[src/rpto_pkg.sv]
// Purpose: Shared constants and carriers for the remote power and thermal output block
// Assumes: 250 MHz system clock, 8-bit registers on a plain strobe port
// Notes:   All offsets, field positions, reset values and counts live here
package rpto_pkg;

  // ****************************************
  // Clock and timing
  // ****************************************
  localparam int unsigned RPTO_CLOCK_MHZ       = 250;   // System clock rate
  localparam int unsigned RPTO_RESET_PULSE_US  = 125;   // Least low time of remote reset
  // Least time rounds up; exact here
  localparam int unsigned RPTO_RESET_PULSE_CYC = RPTO_RESET_PULSE_US * RPTO_CLOCK_MHZ;
  localparam int unsigned RPTO_PULSE_CNT_W     = 16;    // Wide enough for 31250

  // ****************************************
  // Register map
  // ****************************************
  localparam int unsigned RPTO_ADDR_W = 4;
  localparam int unsigned RPTO_DATA_W = 8;
  localparam logic [3:0] RPTO_OFF_CONFIG    = 4'h0; // Configuration
  localparam logic [3:0] RPTO_OFF_REMOTE    = 4'h1; // Remote function
  localparam logic [3:0] RPTO_OFF_TRIP_A    = 4'h2; // Trip limit, output A
  localparam logic [3:0] RPTO_OFF_TRIP_B    = 4'h3; // Trip limit, output B
  localparam logic [3:0] RPTO_OFF_STATUS    = 4'h4; // Live output status

  // Field positions
  localparam int unsigned RPTO_CFG_FAN_RUN   = 5;   // 0 requests fan off
  localparam int unsigned RPTO_REM_RESET     = 0;   // Remote reset pulse request
  localparam int unsigned RPTO_REM_POWER_OFF = 1;   // Remote power-off latch
  localparam int unsigned RPTO_ST_HOT_A      = 0;
  localparam int unsigned RPTO_ST_HOT_B      = 1;
  localparam int unsigned RPTO_ST_FAN_OFF    = 2;
  localparam int unsigned RPTO_ST_POWER_LOST = 3;

  // Reset values
  localparam logic [7:0] RPTO_CONFIG_RST = 8'h20;   // Fan run bit set
  localparam logic [7:0] RPTO_REMOTE_RST = 8'h00;
  localparam logic [7:0] RPTO_TRIP_RST   = 8'h64;   // Plain default trip level

  // ****************************************
  // Thermal filter
  // ****************************************
  localparam logic [7:0] RPTO_HYST_DEG   = 8'h05;   // Release margin below trip
  localparam logic [2:0] RPTO_TRIP_RUN   = 3'h4;    // More than three measurements
  localparam logic [2:0] RPTO_CLEAR_RUN  = 3'h3;    // Three measurements

  // One measurement as delivered by the converter
  typedef struct packed
  {
    logic       valid;   // One-cycle strobe
    logic [7:0] temp;    // Degrees Celsius, unsigned
  } rpto_sample_type;

endpackage

[src/rpto_top.sv]
// Purpose: Fan shutdown request, remote reset pulse, remote power-off latch and
//          two overtemperature outputs behind a small register port
// Assumes: One 250 MHz clock; auxiliary reset already synchronous to it
// Notes:   Notes on behaviour below
//
// Notes on behaviour
// - Fan off pin follows config bit five
// - Fan run bit resets to one
// - Fan off low overrides any fan speed
// - Remote reset write gives 125 us low
// - Remote reset bit self clears after pulse
// - Remote power-off write latches output high
// - Only power-lost input or auxiliary reset clears power-off
// - Trip after more than three hot samples
// - Release after three samples five below
// - Both thermal outputs share one filter design; A drives low, B is open drain
// - Power lost stops fan, clears power-off
// - Auxiliary reset returns all registers default
`timescale 1ns/1ps
module rpto_top
  import rpto_pkg::*;
(
  input  wire logic            clock,              // System clock, 250 MHz
  input  wire logic            auxiliary_reset_in, // Low resets the block
  input  wire logic [3:0]      reg_addr,           // Register address
  input  wire logic [7:0]      reg_wdata,          // Write data
  input  wire logic            reg_write,          // Write strobe
  input  wire logic            reg_read,           // Read strobe
  output logic      [7:0]      reg_rdata,          // Read data, cycle after strobe
  input  wire logic            power_lost_b,       // Low when main power removed
  input  wire rpto_sample_type sample,             // Temperature measurement
  input  wire logic [7:0]      fan_speed_in,       // Requested fan speed code
  output logic      [7:0]      fan_speed_out,      // Fan speed drive
  output logic                 fan_off_b,          // Low requests fan off
  output logic                 remote_reset_b,     // Low during reset pulse
  output logic                 remote_power_off,   // High while power-off latched
  output logic                 overheat_out_a,     // Low when hot, pulled-up style
  output logic                 overheat_out_b_o,   // Open drain: always drives 0
  output logic                 overheat_out_b_oe   // Open drain enable, high when hot
);

  // ****************************************
  // Reset
  // ****************************************
  logic rst_b;                       // Block reset, low active
  assign rst_b = auxiliary_reset_in;

  // ****************************************
  // State
  // ****************************************
  logic [7:0]  config_reg;           // Configuration register
  logic [7:0]  next_config_reg;
  logic        reset_req;            // Remote reset bit
  logic        next_reset_req;
  logic        power_off;            // Remote power-off bit
  logic        next_power_off;
  logic [7:0]  trip_a;               // Trip limit A
  logic [7:0]  next_trip_a;
  logic [7:0]  trip_b;               // Trip limit B
  logic [7:0]  next_trip_b;
  logic [RPTO_PULSE_CNT_W-1:0] pulse_cnt;      // Cycles left in reset pulse
  logic [RPTO_PULSE_CNT_W-1:0] next_pulse_cnt;
  logic [7:0]  next_rdata;           // Read data mux
  logic [7:0]  next_fan_speed;       // Fan drive next value
  logic [1:0]  hot;                  // Filtered flags per channel
  logic [7:0]  limit [2];            // Trip limit per channel
  logic        wr_config;            // Decoded writes
  logic        wr_remote;

  localparam logic [RPTO_PULSE_CNT_W-1:0] PULSE_LEN =
    RPTO_PULSE_CNT_W'(RPTO_RESET_PULSE_CYC);

  // ****************************************
  // Overtemperature channels
  // ****************************************
  assign limit[0] = trip_a;
  assign limit[1] = trip_b;

  // Same module for both channels, only the driver differs
  genvar ch;
  generate
    for (ch = 0; ch < 2; ch++)
    begin : g_hot
      rpto_overheat u_hot
      (
        .clock  (clock),
        .rst_b  (rst_b),
        .sample (sample),
        .limit  (limit[ch]),
        .hot    (hot[ch])
      );
    end
  endgenerate

  // ****************************************
  // Register writes and control next state
  // ****************************************
  always_comb
  begin
    wr_config       = reg_write && (reg_addr == RPTO_OFF_CONFIG);
    wr_remote       = reg_write && (reg_addr == RPTO_OFF_REMOTE);
    next_config_reg = config_reg;
    next_trip_a     = trip_a;
    next_trip_b     = trip_b;
    next_reset_req  = reset_req;
    next_pulse_cnt  = pulse_cnt;
    next_power_off  = power_off;

    if (wr_config)
      next_config_reg = reg_wdata;
    if (reg_write && (reg_addr == RPTO_OFF_TRIP_A))
      next_trip_a = reg_wdata;
    if (reg_write && (reg_addr == RPTO_OFF_TRIP_B))
      next_trip_b = reg_wdata;

    // Reset pulse countdown; bit drops when the count ends
    if (reset_req)
    begin
      if (pulse_cnt <= 1)
      begin
        next_reset_req = 1'b0;
        next_pulse_cnt = '0;
      end
      else
        next_pulse_cnt = pulse_cnt - 1'b1;
    end
    // A new request while running is ignored; pulse length stays fixed
    else if (wr_remote && reg_wdata[RPTO_REM_RESET])
    begin
      next_reset_req = 1'b1;
      next_pulse_cnt = PULSE_LEN;
    end

    // Writing 0 does not clear; only power loss or auxiliary reset does
    if (wr_remote && reg_wdata[RPTO_REM_POWER_OFF])
      next_power_off = 1'b1;
    // Clear wins: power loss forces the output off at once
    if (!power_lost_b)
      next_power_off = 1'b0;
  end

  // ****************************************
  // Control registers
  // ****************************************
  always_ff @(posedge clock)
  begin
    if (!rst_b)
    begin
      config_reg <= RPTO_CONFIG_RST;
      reset_req  <= RPTO_REMOTE_RST[RPTO_REM_RESET];
      power_off  <= RPTO_REMOTE_RST[RPTO_REM_POWER_OFF];
      trip_a     <= RPTO_TRIP_RST;
      trip_b     <= RPTO_TRIP_RST;
      pulse_cnt  <= '0;
    end
    else
    begin
      config_reg <= next_config_reg;
      reset_req  <= next_reset_req;
      power_off  <= next_power_off;
      trip_a     <= next_trip_a;
      trip_b     <= next_trip_b;
      pulse_cnt  <= next_pulse_cnt;
    end
  end

  // ****************************************
  // Read mux and fan drive
  // ****************************************
  always_comb
  begin
    next_rdata = 8'h00;                       // Unmapped reads return zero
    if (reg_read)
    begin
      unique case (reg_addr)
        RPTO_OFF_CONFIG: next_rdata = config_reg;
        RPTO_OFF_REMOTE:
        begin
          next_rdata[RPTO_REM_RESET]     = reset_req;
          next_rdata[RPTO_REM_POWER_OFF] = power_off;
        end
        RPTO_OFF_TRIP_A: next_rdata = trip_a;
        RPTO_OFF_TRIP_B: next_rdata = trip_b;
        RPTO_OFF_STATUS:
        begin
          next_rdata[RPTO_ST_HOT_A]      = hot[0];
          next_rdata[RPTO_ST_HOT_B]      = hot[1];
          next_rdata[RPTO_ST_FAN_OFF]    = ~config_reg[RPTO_CFG_FAN_RUN];
          next_rdata[RPTO_ST_POWER_LOST] = ~power_lost_b;
        end
        default: next_rdata = 8'h00;
      endcase
    end
    // Fan stops on power loss or on a fan-off request
    if (!power_lost_b || !config_reg[RPTO_CFG_FAN_RUN])
      next_fan_speed = 8'h00;
    else
      next_fan_speed = fan_speed_in;
  end

  // ****************************************
  // Output registers
  // ****************************************
  // Every output is a flop; pins lag their cause by one cycle, but fan speed lags a config write and thermal pins a sample by two
  always_ff @(posedge clock)
  begin
    if (!rst_b)
    begin
      reg_rdata         <= 8'h00;
      fan_speed_out     <= 8'h00;
      fan_off_b         <= 1'b1;
      remote_reset_b    <= 1'b1;
      remote_power_off  <= 1'b0;
      overheat_out_a    <= 1'b1;
      overheat_out_b_o  <= 1'b0;
      overheat_out_b_oe <= 1'b0;
    end
    else
    begin
      reg_rdata         <= next_rdata;
      fan_speed_out     <= next_fan_speed;
      fan_off_b         <= next_config_reg[RPTO_CFG_FAN_RUN];
      remote_reset_b    <= ~next_reset_req;
      remote_power_off  <= next_power_off;
      overheat_out_a    <= ~hot[0];
      overheat_out_b_o  <= 1'b0;
      overheat_out_b_oe <= hot[1];
    end
  end

endmodule

[src/rpto_overheat.sv]
// Purpose: One overtemperature channel with trip filter and release hysteresis
// Assumes: Samples arrive as one-cycle strobes on the system clock
// Notes:   Same logic serves both thermal outputs
`timescale 1ns/1ps
module rpto_overheat
  import rpto_pkg::*;
(
  input  wire logic            clock,     // System clock
  input  wire logic            rst_b,     // Synchronous reset, low active
  input  wire rpto_sample_type sample,    // Measurement strobe and value
  input  wire logic [7:0]      limit,     // Trip limit
  output logic                 hot        // Registered overtemperature flag
);

  logic       next_hot;            // Next flag value
  logic [2:0] run;                 // Consecutive qualifying measurements
  logic [2:0] next_run;
  logic       above;               // Measurement over the limit
  logic       below;               // Measurement at or under limit minus margin

  // ****************************************
  // Filter next state
  // ****************************************
  always_comb
  begin
    above    = sample.temp > limit;
    // Under the margin nothing counts as cool, so a low limit cannot wrap to a huge release level
    below    = (limit < RPTO_HYST_DEG) ? 1'b0 : (sample.temp <= (limit - RPTO_HYST_DEG));
    next_hot = hot;
    next_run = run;
    if (sample.valid)
    begin
      if (!hot)
      begin
        // Count runs of over-limit results
        if (above)
        begin
          if (run + 3'h1 >= RPTO_TRIP_RUN)
          begin
            next_hot = 1'b1;
            next_run = 3'h0;
          end
          else
            next_run = run + 3'h1;
        end
        else
          next_run = 3'h0;
      end
      else
      begin
        // Count runs of cool results
        if (below)
        begin
          if (run + 3'h1 >= RPTO_CLEAR_RUN)
          begin
            next_hot = 1'b0;
            next_run = 3'h0;
          end
          else
            next_run = run + 3'h1;
        end
        else
          next_run = 3'h0;
      end
    end
  end

  // ****************************************
  // Filter registers
  // ****************************************
  always_ff @(posedge clock)
  begin
    if (!rst_b)
    begin
      hot <= 1'b0;
      run <= 3'h0;
    end
    else
    begin
      hot <= next_hot;
      run <= next_run;
    end
  end

endmodule

[config.mk]
export PLATFORM = sky130hd
export DESIGN_NAME = rpto_top
export DESIGN_NICKNAME = d
export VERILOG_FILES = /design/src/rpto_pkg.sv /design/src/rpto_top.sv /design/src/rpto_overheat.sv
export SDC_FILE = /design/constraint.sdc
export NUM_CORES = 1
export LEC_CHECK = 0
export BUFFER_PORTS_ARGS = -buffer_cell sky130_fd_sc_hd__buf_2
export CAP_MARGIN = 5
export CORE_ASPECT_RATIO = 0.75
export CORE_MARGIN = 5
export CORE_UTILIZATION = 52
export DETAILED_ROUTE_END_ITERATION = 7
export GPL_ROUTABILITY_DRIVEN = 0
export PLACE_DENSITY = 0.73
export SKIP_CTS_REPAIR_TIMING = 1
export SYNTH_ARGS = -nofsm -noshare
export SYNTH_HDL_FRONTEND = slang
export SYNTH_SLANG_ARGS = --single-unit
export TNS_END_PERCENT = 30
[constraint.sdc]
create_clock -name clock -period 2.4 [get_ports clock]
set_input_delay 0.36 -clock clock [delete_from_list [all_inputs] [get_ports clock]]
set_output_delay 0.36 -clock clock [all_outputs]
set_load 0.05 [all_outputs]
==> results.sh, run 1 <==
export IMPL_slowest_stage="or4_4"
export IMPL_synth_area_um2=4030
export IMPL_drtIter0Drc=241
export IMPL_hold_depth=2
export IMPL_cts_sinks=69
export IMPL_vdd_drop_max_mv=0.370
export IMPL_hold_ws_ps=211
export IMPL_wire_per_inst_um=16.3
export IMPL_crit_fanout=3
export IMPL_p_int_w=0.00206
export IMPL_seq_area_frac_synth_pct=34.3
export IMPL_routed_wirelength_um=10400
export IMPL_cp_end_kind="flip-flop"
export IMPL_status="complete, but fails checks"
export IMPL_num_rows=27
export IMPL_initial_utilization_pct=54.2
export IMPL_crit_chain="inv_2 -> ha_4 -> nor2b_1 -> or4_4 -> xnor2_1 -> ha_1 -> nand4_1 -> nor2_2 -> a211oi_2 -> or3_4 -> o221ai_2"
export IMPL_max_stage_delay_ps=430
export IMPL_diodes=0
export IMPL_clk_pin_slew_ps=80
export IMPL_vias=3671
export IMPL_grt_max_degree=37
export IMPL_hp_start="fan_speed_in[0]"
export IMPL_htreeDepth=3
export IMPL_io_buffer_count=54
export IMPL_largest_reg_flops=16
export IMPL_vias_per_cell=5.73
export IMPL_grt_pass1_wl_um=16900
export IMPL_rrSetupSlack_ps=-160
export IMPL_syn_mean_instance_area_um2=8.61
export IMPL_synth_seq_cells=69
export IMPL_p_sw_w=0.000900
export IMPL_ys_flop_type="dfxtp_1"
export IMPL_post_route_period_util_pct=107
export IMPL_track_usage_pct=21.7
export IMPL_design_area_um2=4780
export IMPL_min_to="fan_speed_out[0]"
export IMPL_yosysTopAreaCell="dfxtp_1"
export IMPL_r2r_cells=11
export IMPL_power_leakage_nw=2.13
export IMPL_tightest_slew_ps=617
export IMPL_drv_slew=0
export IMPL_crit_required_ps=2660
export IMPL_reg2reg_to="g_hot[1].u_hot.run[1]"
export IMPL_finalCriticalPeriod_ps=2560
export IMPL_dp_hpwl_um=7870
export IMPL_clk_path_buf_depth=2
export IMPL_drcViolationCount=0
export IMPL_combPwrFrac_pct=20.5
export IMPL_maxSlewHeadroom_pct=58.7
export IMPL_drive_gt1_share_pct=21.3
export IMPL_critical_path_top_delay_family="simple AND/OR/NAND/NOR gates"
export IMPL_yosysTopAreaCellShare_pct=34.3
export IMPL_cp_arrival_ps=2820
export IMPL_crit_buf_inv=1
export IMPL_grt_pass1_vias=3452
export IMPL_instances_no_fill=641
export IMPL_min_path_type="in -> reg"
export IMPL_finalClockSkew_ps=11.8
export IMPL_synth_cell_types=57
export IMPL_antenna_found_initial=0
export IMPL_p_sw_share_pct=30.4
export IMPL_syn2layout_area_growth_pct=18.6
export IMPL_dp_cells=623
export IMPL_syn_inst=468
export IMPL_rsz0062_at_grt="yes"
export IMPL_core_um2=7430
export IMPL_hold_viol_final=0
export IMPL_syn_nets=542
export IMPL_cp_start_kind="flip-flop"
export IMPL_layout_setup_ws_ps=-162
export IMPL_cap_violations=0
export IMPL_seq_power_share_pct=42.3
export IMPL_dieArea_um2=9630
export IMPL_crit_type="reg -> reg"
export IMPL_synth_warnings=0
export IMPL_overflow=0
export IMPL_max_freq_ghz=0.390
export IMPL_ant_nets=0
export IMPL_root_buffer="clkbuf_8"
export IMPL_power_density_nw_per_um2=618
export IMPL_final_setup_viol_count=2
export IMPL_fillCellCount=661
export IMPL_cts_made_buffers=9
export IMPL_yosys_top_cells_area="dfxtp_1 34%, ha_1 12%, mux2i_1 4.5%"
export IMPL_synth_edf_count=0
export IMPL_io_pins=56
export IMPL_regMostFlops="pulse_cnt"
export IMPL_violations="setup timing"
export IMPL_synth_async_reset_ratio_pct=0
export IMPL_dpl_cell_area_um2=4470
export IMPL_cp_startpoint="trip_b[1]"
export IMPL_clock_latency_ps=350
export IMPL_die_y_um=86.2
export IMPL_cts_tree="built"
export IMPL_clockPowerShare_pct=37.2
export IMPL_fp_dieW_um=112
export IMPL_first_pass_iters=6
export IMPL_worst_r2r_startpoint="trip_b[1]"
export IMPL_layout_nets=609
synth_stat cells (3+ instances only):
| cell | instances |
|---|---|
| mux2i_1 | 18 |
| a31oi_1 | 12 |
| or3_1 | 3 |
| nor3_1 | 11 |
| clkbuf_1 | 10 |
| or4_1 | 3 |
| buf_2 | 3 |
| nand2_1 | 47 |
| and2_1 | 13 |
| nor4_1 | 8 |
| xor2_1 | 5 |
| a21oi_1 | 22 |
| dfxtp_1 | 69 |
| o31ai_1 | 5 |
| a22oi_1 | 4 |
| xnor2_1 | 11 |
| o211ai_1 | 8 |
| nor2_1 | 33 |
| o21ai_0 | 22 |
| a211oi_1 | 3 |
| nand3_1 | 12 |
| nand4_1 | 11 |
| ha_1 | 40 |
| nor2b_1 | 27 |
| inv_1 | 25 |
kinds of logic (layout without fill, tap and decap cells):
family	after synthesis	count (layout)	synth area share (%)
AOI/OAI and AO/OA	102	102	16.8
xor gates and xnor gates	16	16	3.48
adders and majority gates	40	40	12.4
buffers and inverters	42	114	4.56
DFF	69	69	34.3
muxes	20	20	5.59
other	1	1	0.0930
and+or+nand+nor	178	178	22.8
worst reg2reg max path, stage by stage (launching register included):
cell and delay (ps):
dfxtp_2 330, inv_2 70, ha_4 130, nor2b_1 60
or4_4 430, xnor2_1 150, ha_1 310, nand4_1 150
nor2_2 190, a211oi_2 60, or3_4 420, o221ai_2 180
stage by stage:
stage          setup TNS, ps  total power, W  setup slack, ps  util, %
4_1_cts                 -207         0.00295             -121     63.2
5_1_grt                 -493         0.00313             -245     64.3
2_1_floorplan              0         0.00168             25.5        -
3_5_place_dp            -199         0.00185             -113     60.1
3_3_place_gp           -29.1         0.00182            -23.6     60.1
6_report                -263         0.00296             -162     64.3
power by group through the flow:
stage	clock (W)	combinational (W)	sequential, W
detailed placement	0	0.000571	0.00127
CTS	0.00113	0.000574	0.00125
global route	0.00119	0.000682	0.00126
global placement	0	0.000548	0.00127
floorplan	0	0.000388	0.00129
finish	0.00110	0.000606	0.00125
routing by layer:
layer	GRT usage, %	vias to the layer above	wire length (um)
met5	0	-	0
met4	7.51	0	235
met3	5.72	27	840
met2	31.6	163	4370
met1	31.1	1666	4980
li1	-	1815	-
how the worst max path moves through the flow:
stage                            endpoint  cells after the start
global route        g_hot[1].u_hot.run[1]                     11
floorplan           g_hot[1].u_hot.run[1]                     11
detailed placement  g_hot[1].u_hot.run[1]                     11
finish              g_hot[1].u_hot.run[1]                     11
global placement    g_hot[1].u_hot.run[1]                     11
CTS                 g_hot[1].u_hot.run[1]                     11
final cells by class:
type,instances,area (um^2),share of cell area (%)
tap,101,126,2.64
inverter,25,93.8,1.96
multi-input combinational,357,2530,52.9
timing repair buffer,73,413,8.64
clock buffer,10,138,2.88
clock inverter,6,93.8,1.96
sequential,69,1390,29.0
placed cells by master (no fill, tap or decap), drive strengths merged, types with 2 or more instances in the layout:
master / Yosys / layout
a31oi: 12 / 12
a211oi: 3 / 3
inv: 25 / 27
a211o: 2 / 2
nand3b: 2 / 2
ha: 40 / 40
a41oi: 2 / 2
mux2i: 18 / 18
or4: 4 / 4
or3: 3 / 3
nor2: 33 / 33
mux4: 2 / 2
o22ai: 2 / 2
nand2: 47 / 47
nand2b: 2 / 2
nor3: 11 / 11
nand3: 12 / 12
and2: 13 / 13
a31o: 2 / 2
nand4: 11 / 11
a22oi: 4 / 4
xor2: 5 / 5
nor2b: 27 / 27
xnor2: 11 / 11
o211ai: 8 / 8
o31ai: 5 / 5
a21o: 2 / 2
buf: 4 / 73
clkbuf: 12 / 10
o21ai: 22 / 22
o221ai: 2 / 2
dfxtp: 69 / 69
a21oi: 23 / 23
nor4: 8 / 8
bufinv: 0 / 2
o21bai: 2 / 2
nand4b: 2 / 2
Power figures use the tool's default switching activity.
==> run 2, diff against run 1 <==
Settings changed: CORE_UTILIZATION 52 to 30, PLACE_DENSITY 0.73 to 0.46.
==> results.sh, run 2 (synthesis gave the netlist of run 1 again) <==
export IMPL_crit_chain="inv_2 -> ha_4 -> nor2b_1 -> or4_4 -> xnor2_1 -> ha_1 -> nand4_1 -> nor2_2 -> a211oi_2 -> or3_4 -> o221ai_2"
export IMPL_finalClockSkew_ps=6.02
export IMPL_crit_type="reg -> reg"
export IMPL_layout_common_cells="67 x dfxtp_1, 54 x buf_2, 47 x nand2_1"
export IMPL_routed_wirelength_um=11400
export IMPL_max_freq_ghz=0.418
export IMPL_clk_pin_slew_ps=60
export IMPL_num_rows=36
export IMPL_vdd_drop_max_mv=0.367
export IMPL_fp_dieW_um=144
export IMPL_io_buffer_count=54
export IMPL_maxSlewHeadroom_pct=49.2
export IMPL_status="complete, no violations"
export IMPL_instances_no_fill=722
export IMPL_regMostFlops="pulse_cnt"
export IMPL_io_pins=56
export IMPL_clock_latency_ps=330
export IMPL_drv_slew=0
export IMPL_finalCriticalPeriod_ps=2390
export IMPL_cp_end_kind="flip-flop"
export IMPL_rrSetupSlack_ps=10
export IMPL_post_route_period_util_pct=99.6
export IMPL_overflow=0
export IMPL_drive_gt1_share_pct=21.6
export IMPL_diodes=0
export IMPL_htreeDepth=3
export IMPL_power_leakage_nw=2.20
export IMPL_layout_nets=621
export IMPL_cp_arrival_ps=2650
export IMPL_root_buffer="clkbuf_16"
export IMPL_fillCellCount=1364
export IMPL_dp_hpwl_um=9070
export IMPL_fin_util_pct=38.2
export IMPL_first_pass_iters=4
export IMPL_die_y_um=110
export IMPL_dieArea_um2=15900
export IMPL_cts_sinks=69
export IMPL_cts_tree="built"
export IMPL_max_stage_delay_ps=430
export IMPL_vias=3548
export IMPL_final_setup_viol_count=0
export IMPL_drtIter0Drc=177
export IMPL_crit_required_ps=2660
export IMPL_cp_start_kind="flip-flop"
export IMPL_multi_input_area_um2=2510
export IMPL_cts_made_buffers=9
export IMPL_antenna_found_initial=0
export IMPL_rsz0062_at_grt="yes"
export IMPL_dp_cells=706
export IMPL_tightest_slew_ps=744
export IMPL_ant_nets=0
export IMPL_initial_utilization_pct=30.9
export IMPL_min_path_type="in -> reg"
export IMPL_crit_fanout=3
export IMPL_wire_per_inst_um=15.7
export IMPL_power_density_nw_per_um2=633
export IMPL_register_area_um2=1380
export IMPL_vias_per_cell=4.91
export IMPL_clk_path_buf_depth=2
export IMPL_hold_viol_final=0
export IMPL_final_common_cell="dfxtp_1"
export IMPL_syn2layout_area_growth_pct=23.9
export IMPL_slowest_stage="or4_4"
export IMPL_drcViolationCount=0
export IMPL_grt_pass1_wl_um=18400
export IMPL_track_usage_pct=15.0
export IMPL_largest_reg_flops=16
export IMPL_core_um2=13100
export IMPL_grt_max_degree=21
export IMPL_cap_violations=0
export IMPL_grt_pass1_vias=3370
==> run 2: cell count changes in the layout (fill, tap and decap cells not counted), moves of 2 or more <==
cell	previous run	this run
clkbuf_16	0	9
dfxtp_2	5	2
clkbuf_8	10	0
dfxtp_1	64	67
buf_4	19	31
inv_6	2	0
clkbuf_1	0	2
==> run 2: final cells by class <==
cell class              instances  area share [%]
flip-flops and latches         69            27.7
multi-input cells             357            50.4
clock inverters                 4            1.00
inverters                      25            1.88
repair buffers                 85            10.1
well taps                     171            4.29
clock buffers                  11            4.66
==> run 2: final timing paths <==
check / from / end / cells after the start
setup / recovery: trip_b[0] / g_hot[1].u_hot.run[1] / 11
hold / removal: fan_speed_in[4] / fan_speed_out[4] / 2
setup reg to reg: trip_b[0] / g_hot[1].u_hot.run[1] / 11
hold reg to reg: pulse_cnt[5] / pulse_cnt[5] / 1
==> run 2: through the flow <==
step	TNS, ps	hold WS [ps]	total power, W	worst slack, ps	area, um^2
after floorplan	0	392	0.00168	25.5	4030
after global placement	-94.4	458	0.00186	-55.9	4650
after detailed placement	-193	457	0.00187	-118	4650
after CTS	-207	213	0.00319	-127	4940
after global routing	-341	216	0.00333	-134	4990
final	0	227	0.00316	9.95	4990
==> run 2: worst max-delay path, delay by kind of cell, from the launching register on <==
family | cells | cell delay (ps)
xor gates and xnor gates | 1 | 140
and+or+nand+nor | 5 | 1140
DFF | 1 | 330
buffers and inverters | 1 | 70
adders and majority gates | 2 | 430
AOI/OAI and AO/OA | 2 | 210
==> run 2: power breakdown <==
part           internal [W]  switching (W)
Combinational      0.000240       0.000363
Sequential          0.00120      0.0000505
Clock              0.000797       0.000507
==> run 2: metal layers <==
layer	GRT usage (%)	share of wire [%]	vias up
li1	-	-	1850
met1	22.8	53	1618
met2	21.1	41	68
met3	3.97	5.3	12
met4	3.23	0.92	0
met5	0	0	-
==> run 3, diff against run 2 <==
Settings changed: RECOVER_POWER from default to 100.
==> results.sh, run 3 (synthesis gave the netlist of run 1 again) <==
export IMPL_status="complete, no violations"
export IMPL_grt_pass1_vias=3370
export IMPL_layout_setup_ws_ps=10.2
export IMPL_fp_dieW_um=144
export IMPL_grt_pass1_wl_um=18400
export IMPL_syn2layout_area_growth_pct=22.3
export IMPL_diodes=0
export IMPL_track_usage_pct=15.0
export IMPL_vias=3568
export IMPL_overflow=0
export IMPL_finalCriticalPeriod_ps=2390
export IMPL_cp_start_kind="flip-flop"
export IMPL_max_freq_ghz=0.418
export IMPL_vias_per_cell=4.94
export IMPL_cts_tree="built"
export IMPL_cts_sinks=69
export IMPL_final_common_cell="dfxtp_1"
export IMPL_drtIter0Drc=201
export IMPL_min_path_type="in -> reg"
export IMPL_maxSlewHeadroom_pct=46.7
export IMPL_cp_end_kind="flip-flop"
export IMPL_clock_latency_ps=330
export IMPL_hold_viol_final=0
export IMPL_io_buffer_count=54
export IMPL_routed_wirelength_um=11400
export IMPL_core_um2=13100
export IMPL_largest_reg_flops=16
export IMPL_grt_max_degree=21
export IMPL_vdd_drop_max_mv=0.366
export IMPL_grt_busiest_layer="met1"
export IMPL_drcViolationCount=0
export IMPL_first_pass_iters=4
export IMPL_final_setup_viol_count=0
export IMPL_dieArea_um2=15900
export IMPL_crit_required_ps=2660
export IMPL_htreeDepth=3
export IMPL_grtUsageMet2_pct=21.1
export IMPL_cts_made_buffers=9
export IMPL_rsz0062_at_grt="yes"
export IMPL_grt_util_met1_pct=22.8
export IMPL_dp_hpwl_um=9070
export IMPL_cp_arrival_ps=2650
export IMPL_drv_slew=0
export IMPL_antenna_found_initial=0
export IMPL_wire_per_inst_um=15.7
export IMPL_num_rows=36
export IMPL_met3_usage_pct=3.97
export IMPL_layout_nets=621
export IMPL_ant_nets=0
export IMPL_post_place_ws_ps=-118
export IMPL_root_buffer="clkbuf_16"
export IMPL_cap_violations=0
export IMPL_clk_pin_slew_ps=60
export IMPL_regMostFlops="pulse_cnt"
export IMPL_initial_utilization_pct=30.9
export IMPL_power_leakage_nw=2.08
export IMPL_tightest_slew_ps=780
export IMPL_io_pins=56
export IMPL_crit_fanout=3
export IMPL_hold_ws_ps=228
export IMPL_drive_gt1_share_pct=16.5
export IMPL_finalClockSkew_ps=6.16
export IMPL_clk_path_buf_depth=2
export IMPL_die_y_um=110
export IMPL_power_density_nw_per_um2=636
export IMPL_layout_common_cells="67 x dfxtp_1, 47 x nand2_1, 39 x ha_1"
export IMPL_crit_type="reg -> reg"
export IMPL_post_route_period_util_pct=99.6
## run 3: changes by cell type in the layout (fill, tap and decap cells not counted), sizes merged
cell | previous run | this run
clkbuf | 11 | 38
buf | 85 | 58
## run 3: final timing paths
kind | to | slack, ps | depth (start not counted) | start
worst max-delay path | g_hot[1].u_hot.run[1] | 10 | 11 | trip_b[0]
worst min-delay path | fan_speed_out[4] | 230 | 2 | fan_speed_in[4]
worst max register to register | g_hot[1].u_hot.run[1] | 10 | 11 | trip_b[0]
worst min register to register | pulse_cnt[5] | 470 | 1 | pulse_cnt[5]
## run 3: layout make-up
| cell class | count | area [um^2] |
|---|---|---|
| Clock buffer | 11 | 233 |
| Clock inverter | 4 | 50.0 |
| Fill cell | 1376 | 8130 |
| Inverter | 25 | 93.8 |
| Multi-Input combinational cell | 357 | 2490 |
| Sequential cell | 69 | 1380 |
| Tap cell | 171 | 214 |
| Timing Repair Buffer | 85 | 459 |
## run 3: stage by stage
step	total power [W]	std cells	util, %	TNS (ps)	area [um^2]
finish	0.00313	722	37.7	0	4930
global route	0.00330	722	37.7	-341	4930
CTS	0.00319	721	37.8	-207	4940
detailed placement	0.00187	706	35.6	-193	4650
global placement	0.00186	706	35.6	-94.4	4650
floorplan	0.00168	468	-	0	4030
## run 3: worst max-delay path, cell delays in order, from the launching register on
cell and delay, ps:
dfxtp_2 330, inv_2 70, ha_4 130, nor2b_1 50, or4_4 430, xnor2_1 140
ha_1 300, nand4_1 110, nor2_2 160, a211oi_2 60, or3_4 390, o221ai_2 150
## run 3: layer usage
| metal | wire [um] | vias to the layer above |
|---|---|---|
| met5 | 0 | - |
| met2 | 4640 | 81 |
| met3 | 644 | 12 |
| met1 | 5970 | 1620 |
| met4 | 104 | 0 |
| li1 | - | 1855 |
## run 3: where the power goes
part / leakage (nW) / internal [W] / total, W / switching [W]
clock: 0.132 / 0.000797 / 0.00130 / 0.000504
combinational: 1.39 / 0.000225 / 0.000581 / 0.000356
sequential: 0.560 / 0.00120 / 0.00125 / 0.0000489
